<file path="src/rxbm_pkg.sv">
// Contract
// RULE1: read-only product code high byte at 0x005
// RULE2: bias bits 7,6 enable RF main, synthesizer
// RULE3: bias bits 4,3,2 enable attenuator, LNA2, LNA1
// RULE4: bias bits 1,0 enable LO, IF amplifiers
// RULE5: bias register 0x100, reset 0xdf, bit5 zero
// RULE6: mute select register 0x101, one bit each
// RULE7: mute select resets 0xbf, bit5 writable
// RULE8: power-on select register 0x102, six blocks
// RULE9: power-on select resets 0xff, bits 5,0 writable
// RULE10: 0x103 bit0 mutes on lock loss
// RULE11: divider word 16 bits at 0x200/0x201
// RULE12: divider word double buffered behind holding stage
// RULE13: divider resets low 0x90, high 0x01
// RULE14: both divider bytes move to active together
// RULE15: lock input high means PLL locked
package rxbm_pkg;
	localparam logic [11:0] ADDR_PRODUCT_HIGH = 12'h005;
	localparam logic [11:0] ADDR_BIAS = 12'h100;
	localparam logic [11:0] ADDR_MUTE_SEL = 12'h101;
	localparam logic [11:0] ADDR_ON_SEL = 12'h102;
	localparam logic [11:0] ADDR_LOCK_SILENCE = 12'h103;
	localparam logic [11:0] ADDR_DIV_LOW = 12'h200;
	localparam logic [11:0] ADDR_DIV_HIGH = 12'h201;
	localparam logic [7:0] RESET_BIAS = 8'hdf;
	localparam logic [7:0] BIAS_WRITE_MASK = 8'hdf;
	localparam logic [7:0] RESET_MUTE_SEL = 8'hbf;
	localparam logic [7:0] RESET_ON_SEL = 8'hff;
	localparam logic [7:0] RESET_LOCK_SILENCE = 8'h01;
	localparam logic [7:0] LOCK_SILENCE_MASK = 8'h01;
	localparam logic [7:0] RESET_DIV_LOW = 8'h90;
	localparam logic [7:0] RESET_DIV_HIGH = 8'h01;
	// product code value is arbitrary
	localparam logic [7:0] PRODUCT_CODE_HIGH = 8'h5a;
	localparam int BIT_RF_MAIN = 7;
	localparam int BIT_SYNTH = 6;
	localparam int BIT_ATTEN = 4;
	localparam int BIT_LNA2 = 3;
	localparam int BIT_LNA1 = 2;
	localparam int BIT_LO_AMP = 1;
	localparam int BIT_IF_AMP = 0;

	typedef struct packed {
		logic wr;
		logic rd;
		logic [11:0] addr;
		logic [7:0] wdata;
	} rxbm_req_type;

	typedef struct packed {
		logic rf_main;
		logic synthesizer;
		logic attenuator;
		logic low_noise_amp2;
		logic low_noise_amp1;
		logic lo_amplifier;
		logic if_amplifier;
	} rxbm_blocks_type;

	typedef enum logic [0:0] {
		DIV_IDLE = 1'b0,
		DIV_LOW_HELD = 1'b1
	} rxbm_div_state_type;
endpackage

</file>
<file path="src/rxbm_divider.sv">
`timescale 1ns/1ps
`default_nettype none
module rxbm_divider
	import rxbm_pkg::*;
(
	input wire logic CLK_I,
	input wire logic RST_I,
	input wire logic CE_I,
	input wire logic WE_LOW_I,
	input wire logic WE_HIGH_I,
	input wire logic [7:0] D_I,
	output logic [15:0] HOLD_O,
	output logic [15:0] ACTIVE_O
);
	rxbm_div_state_type state;
	rxbm_div_state_type next_state;
	logic [15:0] next_hold;
	logic [15:0] next_active;

	// low byte first, high byte commits word
	always_comb begin
		next_state = state;
		next_hold = HOLD_O;
		next_active = ACTIVE_O;
		if (CE_I) begin
			if (WE_LOW_I) begin
				next_hold[7:0] = D_I; // [RULE12]
			end
			if (WE_HIGH_I) begin
				next_hold[15:8] = D_I; // [RULE12]
			end
			case (state)
				DIV_IDLE: begin
					if (WE_LOW_I) begin
						next_state = DIV_LOW_HELD;
					end
					if (WE_HIGH_I) begin
						next_active = {D_I, HOLD_O[7:0]}; // [RULE14]
					end
				end
				DIV_LOW_HELD: begin
					if (WE_HIGH_I) begin
						next_active = {D_I, HOLD_O[7:0]}; // [RULE14]
						next_state = DIV_IDLE;
					end
				end
				default: begin
					next_state = DIV_IDLE;
				end
			endcase
		end
	end

	always_ff @(posedge CLK_I or posedge RST_I) begin
		if (RST_I) begin
			state <= DIV_IDLE;
			HOLD_O <= {RESET_DIV_HIGH, RESET_DIV_LOW}; // [RULE13]
			ACTIVE_O <= {RESET_DIV_HIGH, RESET_DIV_LOW}; // [RULE13]
		end else begin
			state <= next_state;
			HOLD_O <= next_hold;
			ACTIVE_O <= next_active;
		end
	end
endmodule
`default_nettype wire

</file>
<file path="src/rxbm_reg8.sv">
`timescale 1ns/1ps
`default_nettype none
module rxbm_reg8 #(
	parameter logic [7:0] RESET_VALUE = 8'h00,
	parameter logic [7:0] WRITE_MASK = 8'hff
) (
	input wire logic CLK_I,
	input wire logic RST_I,
	input wire logic CE_I,
	input wire logic WE_I,
	input wire logic [7:0] D_I,
	output logic [7:0] Q_O
);
	logic [7:0] next_q;

	always_comb begin
		next_q = Q_O;
		if (CE_I && WE_I) begin
			next_q = D_I & WRITE_MASK;
		end
	end

	always_ff @(posedge CLK_I or posedge RST_I) begin
		if (RST_I) begin
			Q_O <= RESET_VALUE;
		end else begin
			Q_O <= next_q;
		end
	end
endmodule
`default_nettype wire

</file>
<file path="src/rxbm_regs.sv">
`timescale 1ns/1ps
`default_nettype none
module rxbm_regs
	import rxbm_pkg::*;
(
	input wire logic CLK_I,
	input wire logic RST_I,
	input wire logic CE_I,
	input wire rxbm_pkg::rxbm_req_type REQ_I,
	output logic [7:0] RDATA_O,
	output logic RVALID_O,
	input wire logic LOCKED_I,
	output rxbm_pkg::rxbm_blocks_type BIAS_EN_O,
	output rxbm_pkg::rxbm_blocks_type MUTE_SEL_O,
	output rxbm_pkg::rxbm_blocks_type POWERON_SEL_O,
	output logic UNLOCK_MUTE_O,
	output logic [15:0] FEEDBACK_DIVIDE_O
);
	logic [7:0] block_bias_enable;
	logic [7:0] mute_select;
	logic [7:0] power_on_select;
	logic [7:0] lock_loss_silence;
	logic [15:0] div_hold;
	logic [7:0] read_mux;
	logic [7:0] next_rdata;
	logic next_rvalid;
	logic [7:0] rdata;
	logic rvalid;
	logic next_unlock_mute;
	logic unlock_mute;
	logic we_bias;
	logic we_mute;
	logic we_on;
	logic we_lock;
	logic we_div_low;
	logic we_div_high;

	assign we_bias = REQ_I.wr && (REQ_I.addr == ADDR_BIAS);
	assign we_mute = REQ_I.wr && (REQ_I.addr == ADDR_MUTE_SEL);
	assign we_on = REQ_I.wr && (REQ_I.addr == ADDR_ON_SEL);
	assign we_lock = REQ_I.wr && (REQ_I.addr == ADDR_LOCK_SILENCE);
	assign we_div_low = REQ_I.wr && (REQ_I.addr == ADDR_DIV_LOW); // [RULE11]
	assign we_div_high = REQ_I.wr && (REQ_I.addr == ADDR_DIV_HIGH); // [RULE11]

	// bit 5 held at zero
	rxbm_reg8 #(
		.RESET_VALUE(RESET_BIAS),
		.WRITE_MASK(BIAS_WRITE_MASK)
	) u_bias ( // [RULE5]
		.CLK_I(CLK_I),
		.RST_I(RST_I),
		.CE_I(CE_I),
		.WE_I(we_bias),
		.D_I(REQ_I.wdata),
		.Q_O(block_bias_enable)
	);

	rxbm_reg8 #(
		.RESET_VALUE(RESET_MUTE_SEL),
		.WRITE_MASK(8'hff)
	) u_mute ( // [RULE6] [RULE7]
		.CLK_I(CLK_I),
		.RST_I(RST_I),
		.CE_I(CE_I),
		.WE_I(we_mute),
		.D_I(REQ_I.wdata),
		.Q_O(mute_select)
	);

	rxbm_reg8 #(
		.RESET_VALUE(RESET_ON_SEL),
		.WRITE_MASK(8'hff)
	) u_on ( // [RULE8] [RULE9]
		.CLK_I(CLK_I),
		.RST_I(RST_I),
		.CE_I(CE_I),
		.WE_I(we_on),
		.D_I(REQ_I.wdata),
		.Q_O(power_on_select)
	);

	rxbm_reg8 #(
		.RESET_VALUE(RESET_LOCK_SILENCE),
		.WRITE_MASK(LOCK_SILENCE_MASK)
	) u_lock ( // [RULE10]
		.CLK_I(CLK_I),
		.RST_I(RST_I),
		.CE_I(CE_I),
		.WE_I(we_lock),
		.D_I(REQ_I.wdata),
		.Q_O(lock_loss_silence)
	);

	rxbm_divider u_div (
		.CLK_I(CLK_I),
		.RST_I(RST_I),
		.CE_I(CE_I),
		.WE_LOW_I(we_div_low),
		.WE_HIGH_I(we_div_high),
		.D_I(REQ_I.wdata),
		.HOLD_O(div_hold),
		.ACTIVE_O(FEEDBACK_DIVIDE_O)
	);

	// bias enables to block outputs
	always_comb begin
		BIAS_EN_O.rf_main = block_bias_enable[BIT_RF_MAIN]; // [RULE2]
		BIAS_EN_O.synthesizer = block_bias_enable[BIT_SYNTH]; // [RULE2]
		BIAS_EN_O.attenuator = block_bias_enable[BIT_ATTEN]; // [RULE3]
		BIAS_EN_O.low_noise_amp2 = block_bias_enable[BIT_LNA2]; // [RULE3]
		BIAS_EN_O.low_noise_amp1 = block_bias_enable[BIT_LNA1]; // [RULE3]
		BIAS_EN_O.lo_amplifier = block_bias_enable[BIT_LO_AMP]; // [RULE4]
		BIAS_EN_O.if_amplifier = block_bias_enable[BIT_IF_AMP]; // [RULE4]
	end

	always_comb begin
		MUTE_SEL_O.rf_main = mute_select[BIT_RF_MAIN]; // [RULE6]
		MUTE_SEL_O.synthesizer = mute_select[BIT_SYNTH];
		MUTE_SEL_O.attenuator = mute_select[BIT_ATTEN];
		MUTE_SEL_O.low_noise_amp2 = mute_select[BIT_LNA2];
		MUTE_SEL_O.low_noise_amp1 = mute_select[BIT_LNA1];
		MUTE_SEL_O.lo_amplifier = mute_select[BIT_LO_AMP];
		MUTE_SEL_O.if_amplifier = mute_select[BIT_IF_AMP];
	end

	// no on-select bit for if amplifier
	always_comb begin
		POWERON_SEL_O.rf_main = power_on_select[BIT_RF_MAIN]; // [RULE8]
		POWERON_SEL_O.synthesizer = power_on_select[BIT_SYNTH];
		POWERON_SEL_O.attenuator = power_on_select[BIT_ATTEN];
		POWERON_SEL_O.low_noise_amp2 = power_on_select[BIT_LNA2];
		POWERON_SEL_O.low_noise_amp1 = power_on_select[BIT_LNA1];
		POWERON_SEL_O.lo_amplifier = power_on_select[BIT_LO_AMP];
		POWERON_SEL_O.if_amplifier = 1'b0;
	end

	// read decode
	always_comb begin
		case (REQ_I.addr)
			ADDR_PRODUCT_HIGH: read_mux = PRODUCT_CODE_HIGH; // [RULE1]
			ADDR_BIAS: read_mux = block_bias_enable; // [RULE5]
			ADDR_MUTE_SEL: read_mux = mute_select;
			ADDR_ON_SEL: read_mux = power_on_select;
			ADDR_LOCK_SILENCE: read_mux = lock_loss_silence;
			ADDR_DIV_LOW: read_mux = div_hold[7:0];
			ADDR_DIV_HIGH: read_mux = div_hold[15:8];
			default: read_mux = 8'h00;
		endcase
	end

	always_comb begin
		next_rdata = rdata;
		next_rvalid = rvalid;
		next_unlock_mute = unlock_mute;
		if (CE_I) begin
			next_rvalid = REQ_I.rd;
			if (REQ_I.rd) begin
				next_rdata = read_mux;
			end
			next_unlock_mute = lock_loss_silence[0] && !LOCKED_I; // [RULE10] [RULE15]
		end
	end

	always_ff @(posedge CLK_I or posedge RST_I) begin
		if (RST_I) begin
			rdata <= 8'h00;
			rvalid <= 1'b0;
			unlock_mute <= 1'b0;
		end else begin
			rdata <= next_rdata;
			rvalid <= next_rvalid;
			unlock_mute <= next_unlock_mute;
		end
	end

	assign RDATA_O = rdata;
	assign RVALID_O = rvalid;
	assign UNLOCK_MUTE_O = unlock_mute;
endmodule
`default_nettype wire

</file>
<file path="config.mk">
export PLATFORM = sky130hd
export DESIGN_NAME = rxbm_regs
export DESIGN_NICKNAME = d
export VERILOG_FILES = /design/src/rxbm_pkg.sv /design/src/rxbm_divider.sv /design/src/rxbm_reg8.sv /design/src/rxbm_regs.sv
export SDC_FILE = /design/constraint.sdc
export NUM_CORES = 1
export LEC_CHECK = 0
export ABC_AREA = 1
export ABC_CLOCK_PERIOD_IN_PS = 2100
export BUFFER_PORTS_ARGS = -buffer_cell sky130_fd_sc_hd__buf_2
export CORE_ASPECT_RATIO = 1.1
export CORE_MARGIN = 2
export CORE_UTILIZATION = 53
export DETAILED_ROUTE_END_ITERATION = 7
export GPL_TIMING_DRIVEN = 1
export PLACE_DENSITY_LB_ADDON = 0.25
export SLEW_MARGIN = 30
export SYNTH_ARGS = -nofsm -noshare
export SYNTH_HDL_FRONTEND = slang
export SYNTH_SLANG_ARGS = --single-unit
</file>
<file path="constraint.sdc">
create_clock -name CLK_I -period 2.1 [get_ports CLK_I]
set_input_delay 0.105 -clock CLK_I [delete_from_list [all_inputs] [get_ports CLK_I]]
set_output_delay 0.105 -clock CLK_I [all_outputs]
set_load 0.05 [all_outputs]
</file>
==> results by group, run 1 <==
Clock network
  – Clk buf depth: 2
  – Clk_lat worst skew: 340 ps
  – H-Tree Depth: 3
  – CTS root buffer: clkbuf_8
  – CTS tree: yes
  – CTS resizes: 0
  – Clock Sinks: 58
  – Worst-path clk slew: 60 ps
  – CTS Buf Count: 9

Timing
  – Clock period minus worst slack: about 1300 ps
  – Slew Viols, Final: 0
  – Setup Skew: 10.9 ps
  – Setup TNS Final: 0 ps
  – Final period util: a little over three fifths
  – Fmax: 753 MHz
  – Setup-failing EPs final: 0
  – Slew HR: 54.6%
  – RSZ-0062 raised after global routing: false
  – Slew @ Worst Pin: slightly below 700 ps
  – Final hold violation count: 0

Placed design
  – Gpl congestion: approximately 0.83
  – Post-DP HPWL: a little under 5000 um
  – Port Buffers: 71
  – DP Area: approximately 3300 um^2

Worst setup path
  – CP Capture Point: u_div.ACTIVE_O[6]
  – Data required, critical path: 2330 ps
  – Crit path from: REQ_I[8]
  – R2R cell count: 6
  – CP Class: in -> reg
  – CP Capture Type: register
  – Reg2Reg Launch Point: u_mute.Q_O[3]
  – Reg2reg end: RDATA_O[3]
  – CP Max Fanout: 32
  – Worst Path Arrival: 1550 ps
  – Critical Path Start Type: primary input
  – R2R Setup Slk: 1060 ps

Routing
  – DRT antenna net count: 0
  – Via/cell ratio: just under 5
  – Top layer in use: met4
  – Wire per inst: approximately 13 um
  – DRC: 0
  – DR WL met3: 409 um
  – Vias post-DR: ~2,500
  – Wire length on met2: around 3100 um
  – Iter 0 DRT Violations: ~180
  – M1 wire length: between 3000 and 4000 um
  – Final Routed Wirelength: a little under 7000 um
  – Initial DRT Pass Iterations: 5

Finish
  – Diodes inserted: 0
  – Area grow syn2layout: 15.0%
  – Fillers: approximately 500
  – Nets: roughly 450
  – Layout cells sized above 1: 32.2%
  – Commonest non-fill, non-tap cell in the layout: nand2_1
  – Final Instance Area: approximately 3500 um^2
  – Most frequent cells in the layout: nand2_1 (100), buf_2 (71), inv_1 (46)

Yosys
  – Mapped Area: between 3000 and 4000 um^2
  – Post-synthesis async set-or-reset flop share: between 90% and 100%
  – Top_reg_cell synth: dfrtp_1
  – Post-Syn Instances: roughly 370
  – Number of flops mapped to enable cells by yosys: 0
  – Post-Syn Area per Cell: slightly above 8 um^2
  – Netlist cell types: 26
  – Post-synthesis sequential area ratio: just under 50%
  – #FFs+latches synth: between 50 and 60
  – Syn_nets: 400
  – Yosys warnings: 0

Floorplan
  – FP Rows: 28
  – DIE WIDTH: about 76 um
  – Area of the core: approximately 5400 um^2
  – Chip height: roughly 83 um
  – Die area: 6330 um^2
  – # IOs: between 70 and 80
  – Starting Density: 55.7%

GRT
  – First-pass GRT wire length: about 11,000 um
  – Vias in the first global route: around 2,300
  – Largest net degree at the start of global routing: 33
  – Overflow after GRT: 0
  – Initial antenna violation count: 0
  – Total global-route track usage: about 22%

Run
  – Total of max-cap violations: 0

Pwr
  – PwrDens: roughly 660 nW/um^2
  – Peak VDD IR: between 0.4 and 0.5 mV
  – Leak: 1.94 nW

Status
  – Status: finished, final reports clean

Hold path
  – Hold WC Path Type: in -> reg
==> synthesized netlist by cell type, types with 3 or more instances <==
cell,n,area (um^2)
nand2_1,100,375
nor2_2,6,37.5
nor2_4,3,33.8
o21ai_1,5,25.0
nand3_1,35,175
o21ai_0,42,210
nand2_2,4,25.0
dfstp_2,28,736
buf_4,26,195
buf_2,3,15.0
inv_1,47,176
nor2_1,25,93.8
dfrtp_1,30,751
==> where the power goes <==
part | internal, W | switching (W)
clock network | 0.000614 | 0.000422
registers | 0.00113 | 0.00000318
logic | 0.0000371 | 0.000102
==> metrics by stage <==
step	std cells	setup slack (ps)	hold WS (ps)	total power (W)	util [%]
after detailed placement	490	410	201	0.00129	60.2
final	507	772	21.7	0.00231	64.1
after global routing	507	547	6.92	0.00239	64.1
after floorplan	374	613	200	0.00123	-
after global placement	490	543	192	0.00128	60.2
after CTS	507	772	10.4	0.00233	64.1
==> sequential cells by signal (all words and copies together) (netlist names) <==
| signal | count |
|---|---|
| u_div.ACTIVE_O | 16 |
| RDATA_O | 8 |
| u_div.HOLD_O | 8 |
| u_mute.Q_O | 8 |
| u_on.Q_O | 8 |
| u_bias.Q_O | 7 |
| RVALID_O | 1 |
| UNLOCK_MUTE_O | 1 |
| u_lock.Q_O | 1 |
==> layout make-up <==
type | instances | area [um^2] | area share [%]
multi-input combinational | 234 | 1110 | 32.0
inverter | 49 | 184 | 5.29
clock buffer | 14 | 163 | 4.67
sequential | 58 | 1490 | 42.7
clock inverter | 2 | 37.5 | 1.08
timing repair buffer | 75 | 400 | 11.5
tap | 75 | 93.8 | 2.70
==> cell families (layout without fill, tap and decap cells) <==
group           after synthesis  after routing  share of synthesized area [%]
simple gates                183            183                           28.2
buf+inv                      82            140                           14.0
flops                        58             58                           49.1
compound gates               50             50                           8.52
other cells                   1              1                          0.124
==> critical path, cell delays in order <==
cell and delay, ps:
buf_2 100, inv_1 50, nor2_1 130, nand2_1 120, inv_2 100, nand4_2 520
o21ai_0 420
==> worst min path at each step <==
stage / depth (start not counted) / to / from / slack, ps
after floorplan: 2 / u_on.Q_O[0] / REQ_I[0] / 200
final: 3 / u_on.Q_O[0] / REQ_I[0] / 20
after global placement: 2 / u_div.ACTIVE_O[9] / RST_I / 190
after CTS: 3 / u_on.Q_O[0] / REQ_I[0] / 10
after detailed placement: 2 / u_div.ACTIVE_O[9] / RST_I / 200
after global routing: 3 / u_on.Q_O[0] / REQ_I[0] / 7
==> repair_timing <==
action | CTS | global route
hold buffers | 1 | 0
hold endpoints to repair | 12 | 0
buffers inserted | 0 | 0
==> layer usage <==
layer / up-vias / global-route usage, %
li1: 1255 / -
met1: 1162 / 31.3
met2: 75 / 34.3
met3: 7 / 5.33
met4: 0 / 7.93
met5: - / 0
(Power assumes the default switching activity.)
==> run 2, diff against run 1 <==
ABC_AREA = 0   (was 1)
ABC_CLOCK_PERIOD_IN_PS = 1050   (was 2100)
CORE_UTILIZATION = 49   (was 53)
clock period = 1.05 ns   (was 2.1 ns; I/O delays follow)
==> run 2 against run 1 <==
Net effect: the flow now finishes with violations (negative setup slack); first-iteration DRC count fell by 7.1%; combinational power rose to 3.6 times the previous value; worst setup slack got worse by 1100 ps; sequential cell count did not move; clock power rose by 71%; via count rose by 9.5%; synthesized cell count fell by 30%; cell area rose by 46%; non-clock buffer count rose by 96; utilization rose by 18 points; clock skew fell by 4.5 ps; largest power group unchanged; highest routed layer unchanged.
==> results by group, run 2 <==
Status
  – Status: finished, violations left (was finished, final reports clean)
  – Failing checks: negative setup slack

Floorplan
  – Chip height: 87.9 um (was 83.2 um)
  – Area of the core: 6190 um^2 (was 5430 um^2)
  – Die area: 7050 um^2 (was 6330 um^2)
  – DIE WIDTH: 80.2 um (was 76.0 um)
  – FP Rows: 30 (was 28)
  – Starting Density: 50.6% (was 55.7%)
  – # IOs: 73 (unchanged)

Placed design
  – Post-DP HPWL: 5920 um (was 4970 um)
  – Placed Cells: 445 (was 490)
  – Port Buffers: 71 (unchanged)
  – Gpl congestion: 0.892 (was 0.827)

Worst setup path
  – CP Buf/Inv Count: 2 (was 3)
  – Cell repeated most along the worst path: buf_6
  – CP peak stage delay: 580 ps (was 520 ps)
  – Data required, critical path: 1280 ps (was 2330 ps)
  – Slowest-stage cell, CP: or4_4 (was nand4_2)
  – CP Capture Type: register (unchanged)
  – CP Max Fanout: 3 (was 32)
  – CP Class: in -> reg (unchanged)
  – Worst Path Arrival: 1650 ps (was 1550 ps)
  – Critical Path Start Type: primary input (unchanged)
  – Worst path cell trace: buf_6 > or4_4 > nor4_4 > and2_4 > buf_6 > mux2_4 (was buf_2 > inv_1 > nor2_1 > nand2_1 > inv_2 > nand4_2 > o21ai_0)
  – Crit-path leading delay family: simple AND/OR/NAND/NOR gates (unchanged)

Finish
  – Nets: 434 (was 453)
  – Diodes inserted: 0 (unchanged)
  – Layout cells sized above 1: 71.9% (was 32.2%)
  – Fillers: 352 (was 492)
  – Storage cell area: 1490 um^2 (unchanged)
  – Area grow syn2layout: 62.3% (was 15.0%)
  – Multi-input gate area: 1740 um^2 (was 1110 um^2)
  – Layout Utilization: 82.1% (was 64.1%)
  – Commonest non-fill, non-tap cell in the layout: buf_4 (was nand2_1)
  – Cell Count, Final, Fillers Out: 493 (was 507)
  – Most frequent cells in the layout: buf_4 (69), mux2_4 (45), buf_2 (33) (was nand2_1 (100), buf_2 (71), inv_1 (46))
  – Max reg flops: 16 (unchanged)
  – Top reg by flops: u_div.ACTIVE_O (unchanged)

Routing
  – DRT antenna net count: 0 (unchanged)
  – Initial DRT Pass Iterations: 4 (was 5)
  – Via/cell ratio: 5.55 (was 4.93)
  – Vias post-DR: 2,737 (was 2,499)
  – Final Routed Wirelength: 9820 um (was 6720 um)
  – DRC: 0 (unchanged)
  – Wire per inst: 19.9 um (was 13.3 um)
  – Iter 0 DRT Violations: 171 (was 184)

GRT
  – Initial antenna violation count: 0 (unchanged)
  – First-pass GRT wire length: 14,600 um (was 11,200 um)
  – Largest net degree at the start of global routing: 49 (was 33)
  – Total global-route track usage: 28.4% (was 22.4%)
  – Overflow after GRT: 0 (unchanged)
  – Vias in the first global route: 2,767 (was 2,284)

Clock network
  – CTS Buf Count: 9 (unchanged)
  – Clk buf depth: 2 (unchanged)
  – CTS tree: yes (unchanged)
  – Worst-path clk slew: 60 ps (about the same)
  – CTS root buffer: clkbuf_8 (unchanged)
  – Clk_lat worst skew: 350 ps (was 340 ps)
  – H-Tree Depth: 3 (unchanged)
  – Clock Sinks: 58 (unchanged)

Yosys
  – #FFs+latches synth: 58 (unchanged)
  – Mapped Area: 3130 um^2 (was 3030 um^2)
  – Syn_nets: 287 (was 400)
  – Post-Syn Instances: 261 (was 374)
  – Post-synth top area share: 24.0% (was 24.8%)
  – Yosys warnings: 0 (unchanged)
  – Post-synthesis adder-cell area fraction: 0% (unchanged)
  – Post-synthesis async set-or-reset flop share: 100% (unchanged)
  – Synth top area cells: dfrtp_1 (24%), dfstp_2 (23%), mux2_1 (11%), mux2_4 (6.7%), buf_4 (5.5%) (was dfrtp_1 (25%), dfstp_2 (24%), nand2_1 (12%), o21ai_0 (6.9%), buf_4 (6.5%))
  – Post-Syn Area per Cell: 12.0 um^2 (was 8.09 um^2)
  – Top_reg_cell synth: dfrtp_1 (unchanged)
  – Most frequent cells after synthesis: dfrtp_1 (30), mux2_1 (30), dfstp_2 (28), buf_4 (23), nand2_1 (17) (was nand2_1 (100), inv_1 (47), o21ai_0 (42), nand3_1 (35), dfrtp_1 (30))
  – Post-synthesis sequential area ratio: 47.5% (was 49.1%)
  – Area leader, netlist: dfrtp_1 (unchanged)
  – Mux cell area share after synthesis: 18.5% (was 0%)
  – Compound-gate portion of the synthesized area: 8.99% (was 8.52%)
  – Number of flops mapped to enable cells by yosys: 0 (unchanged)
  – Netlist cell types: 46 (was 26)
  – XOR/XNOR Fraction of Synth Area: 0% (unchanged)
  – Largest family of logic cells by synthesized area: multiplexers (was simple AND/OR/NAND/NOR gates)
  – Synth Area in Simple Gates: 16.0% (was 28.2%)

Timing
  – Setup Skew: 6.37 ps (was 10.9 ps)
  – Final period util: 135%
  – Final hold violation count: 0 (unchanged)
  – Fmax: roughly 710 MHz
  – Setup-failing EPs final: 82 (was 0)
  – Clock period minus worst slack: ~1400 ps
  – Setup TNS Final: -19,130 ps (was 0 ps)
  – RSZ-0062 raised after global routing: true (was false)
  – Hold slack: 19.7 ps (was 21.7 ps)
  – Slew Viols, Final: 0 (unchanged)
  – Setup WS post-layout: -366 ps (was 772 ps)

Pwr
  – Leak: 2.33 nW (was 1.94 nW)
  – PwrDens: 892 nW/um^2 (was 663 nW/um^2)
  – Pwr Total: 0.00454 W (was 0.00231 W)
  – Peak VDD IR: 0.813 mV (was 0.415 mV)

Hold path
  – Hold WC Path Type: in -> reg (unchanged)

Run
  – Total of max-cap violations: 0 (unchanged)
run 2: changes by cell type in the layout (fill, tap and decap cells not counted), moves of 38 or more:
cell / before / now
buf_4: 2 / 69
nand2_1: 100 / 16
buf_2: 71 / 33
inv_1: 46 / 5
o21ai_0: 42 / 3
mux2_4: 0 / 45
run 2: cell families after synthesis:
group | after synthesis
AOI/OAI and AO/OA | 38
buffers and inverters | 41
DFF | 58
and+or+nand+nor | 76
muxes | 47
other | 1
run 2: timing repair:
item                                   CTS  global route
setup endpoints to repair               83            88
cloned                                   1             0
pin swaps                               12            11
resized for setup                      157            33
endpoints found under the hold margin   44             0
buffers inserted                        15            11
hold buffers                             7             0
run 2: layer usage:
metal / vias up / global-route usage [%] / part of all wire, %
met4: 0 / 14.8 / 2.8
met1: 1360 / 38.5 / 41
met3: 24 / 6.19 / 7.6
met5: - / 0 / 0
li1: 1230 / - / -
met2: 123 / 43.0 / 48
run 2: worst register-to-register path: stages (launching register included):
cell and delay [ps]:
dfstp_2 540, nand3b_1 110, a2111oi_2 360, a221oi_1 90, a32oi_1 200
run 2: area by class of cell:
| type | count | share of cell area, % |
|---|---|---|
| well taps | 80 | 1.97 |
| clock buffers | 13 | 2.93 |
| inverters | 6 | 0.517 |
| multi-input cells | 162 | 34.1 |
| repair buffers | 171 | 30.9 |
| clock inverters | 3 | 0.295 |
| flip-flops and latches | 58 | 29.2 |
run 2: path summary, 6_finish.rpt:
kind                          startpoint            endpoint  slack (ps)  depth (start not counted)
setup / recovery               REQ_I[19]       u_mute.Q_O[6]        -370                          6
hold / removal                  REQ_I[4]  u_div.ACTIVE_O[12]          20                          2
setup reg to reg           u_bias.Q_O[1]          RDATA_O[1]        -320                          4
hold reg to reg               RDATA_O[7]          RDATA_O[7]         500                          2
max in group asynchronous          RST_I       u_mute.Q_O[0]         280                          4
min in group asynchronous          RST_I   u_div.ACTIVE_O[2]         190                          3
run 2: where the power goes:
group	switching, W	internal [W]	leakage (nW)
combinational	0.000287	0.000211	1.54
sequential	0.00000542	0.00225	0.706
clock	0.000873	0.000910	0.0872
run 2: through the flow:
step	setup slack, ps	instance area, um^2
after global routing	-385	5080
after floorplan	-702	3220
after detailed placement	-770	3950
after global placement	-770	3950
after CTS	-340	4870
final	-366	5080
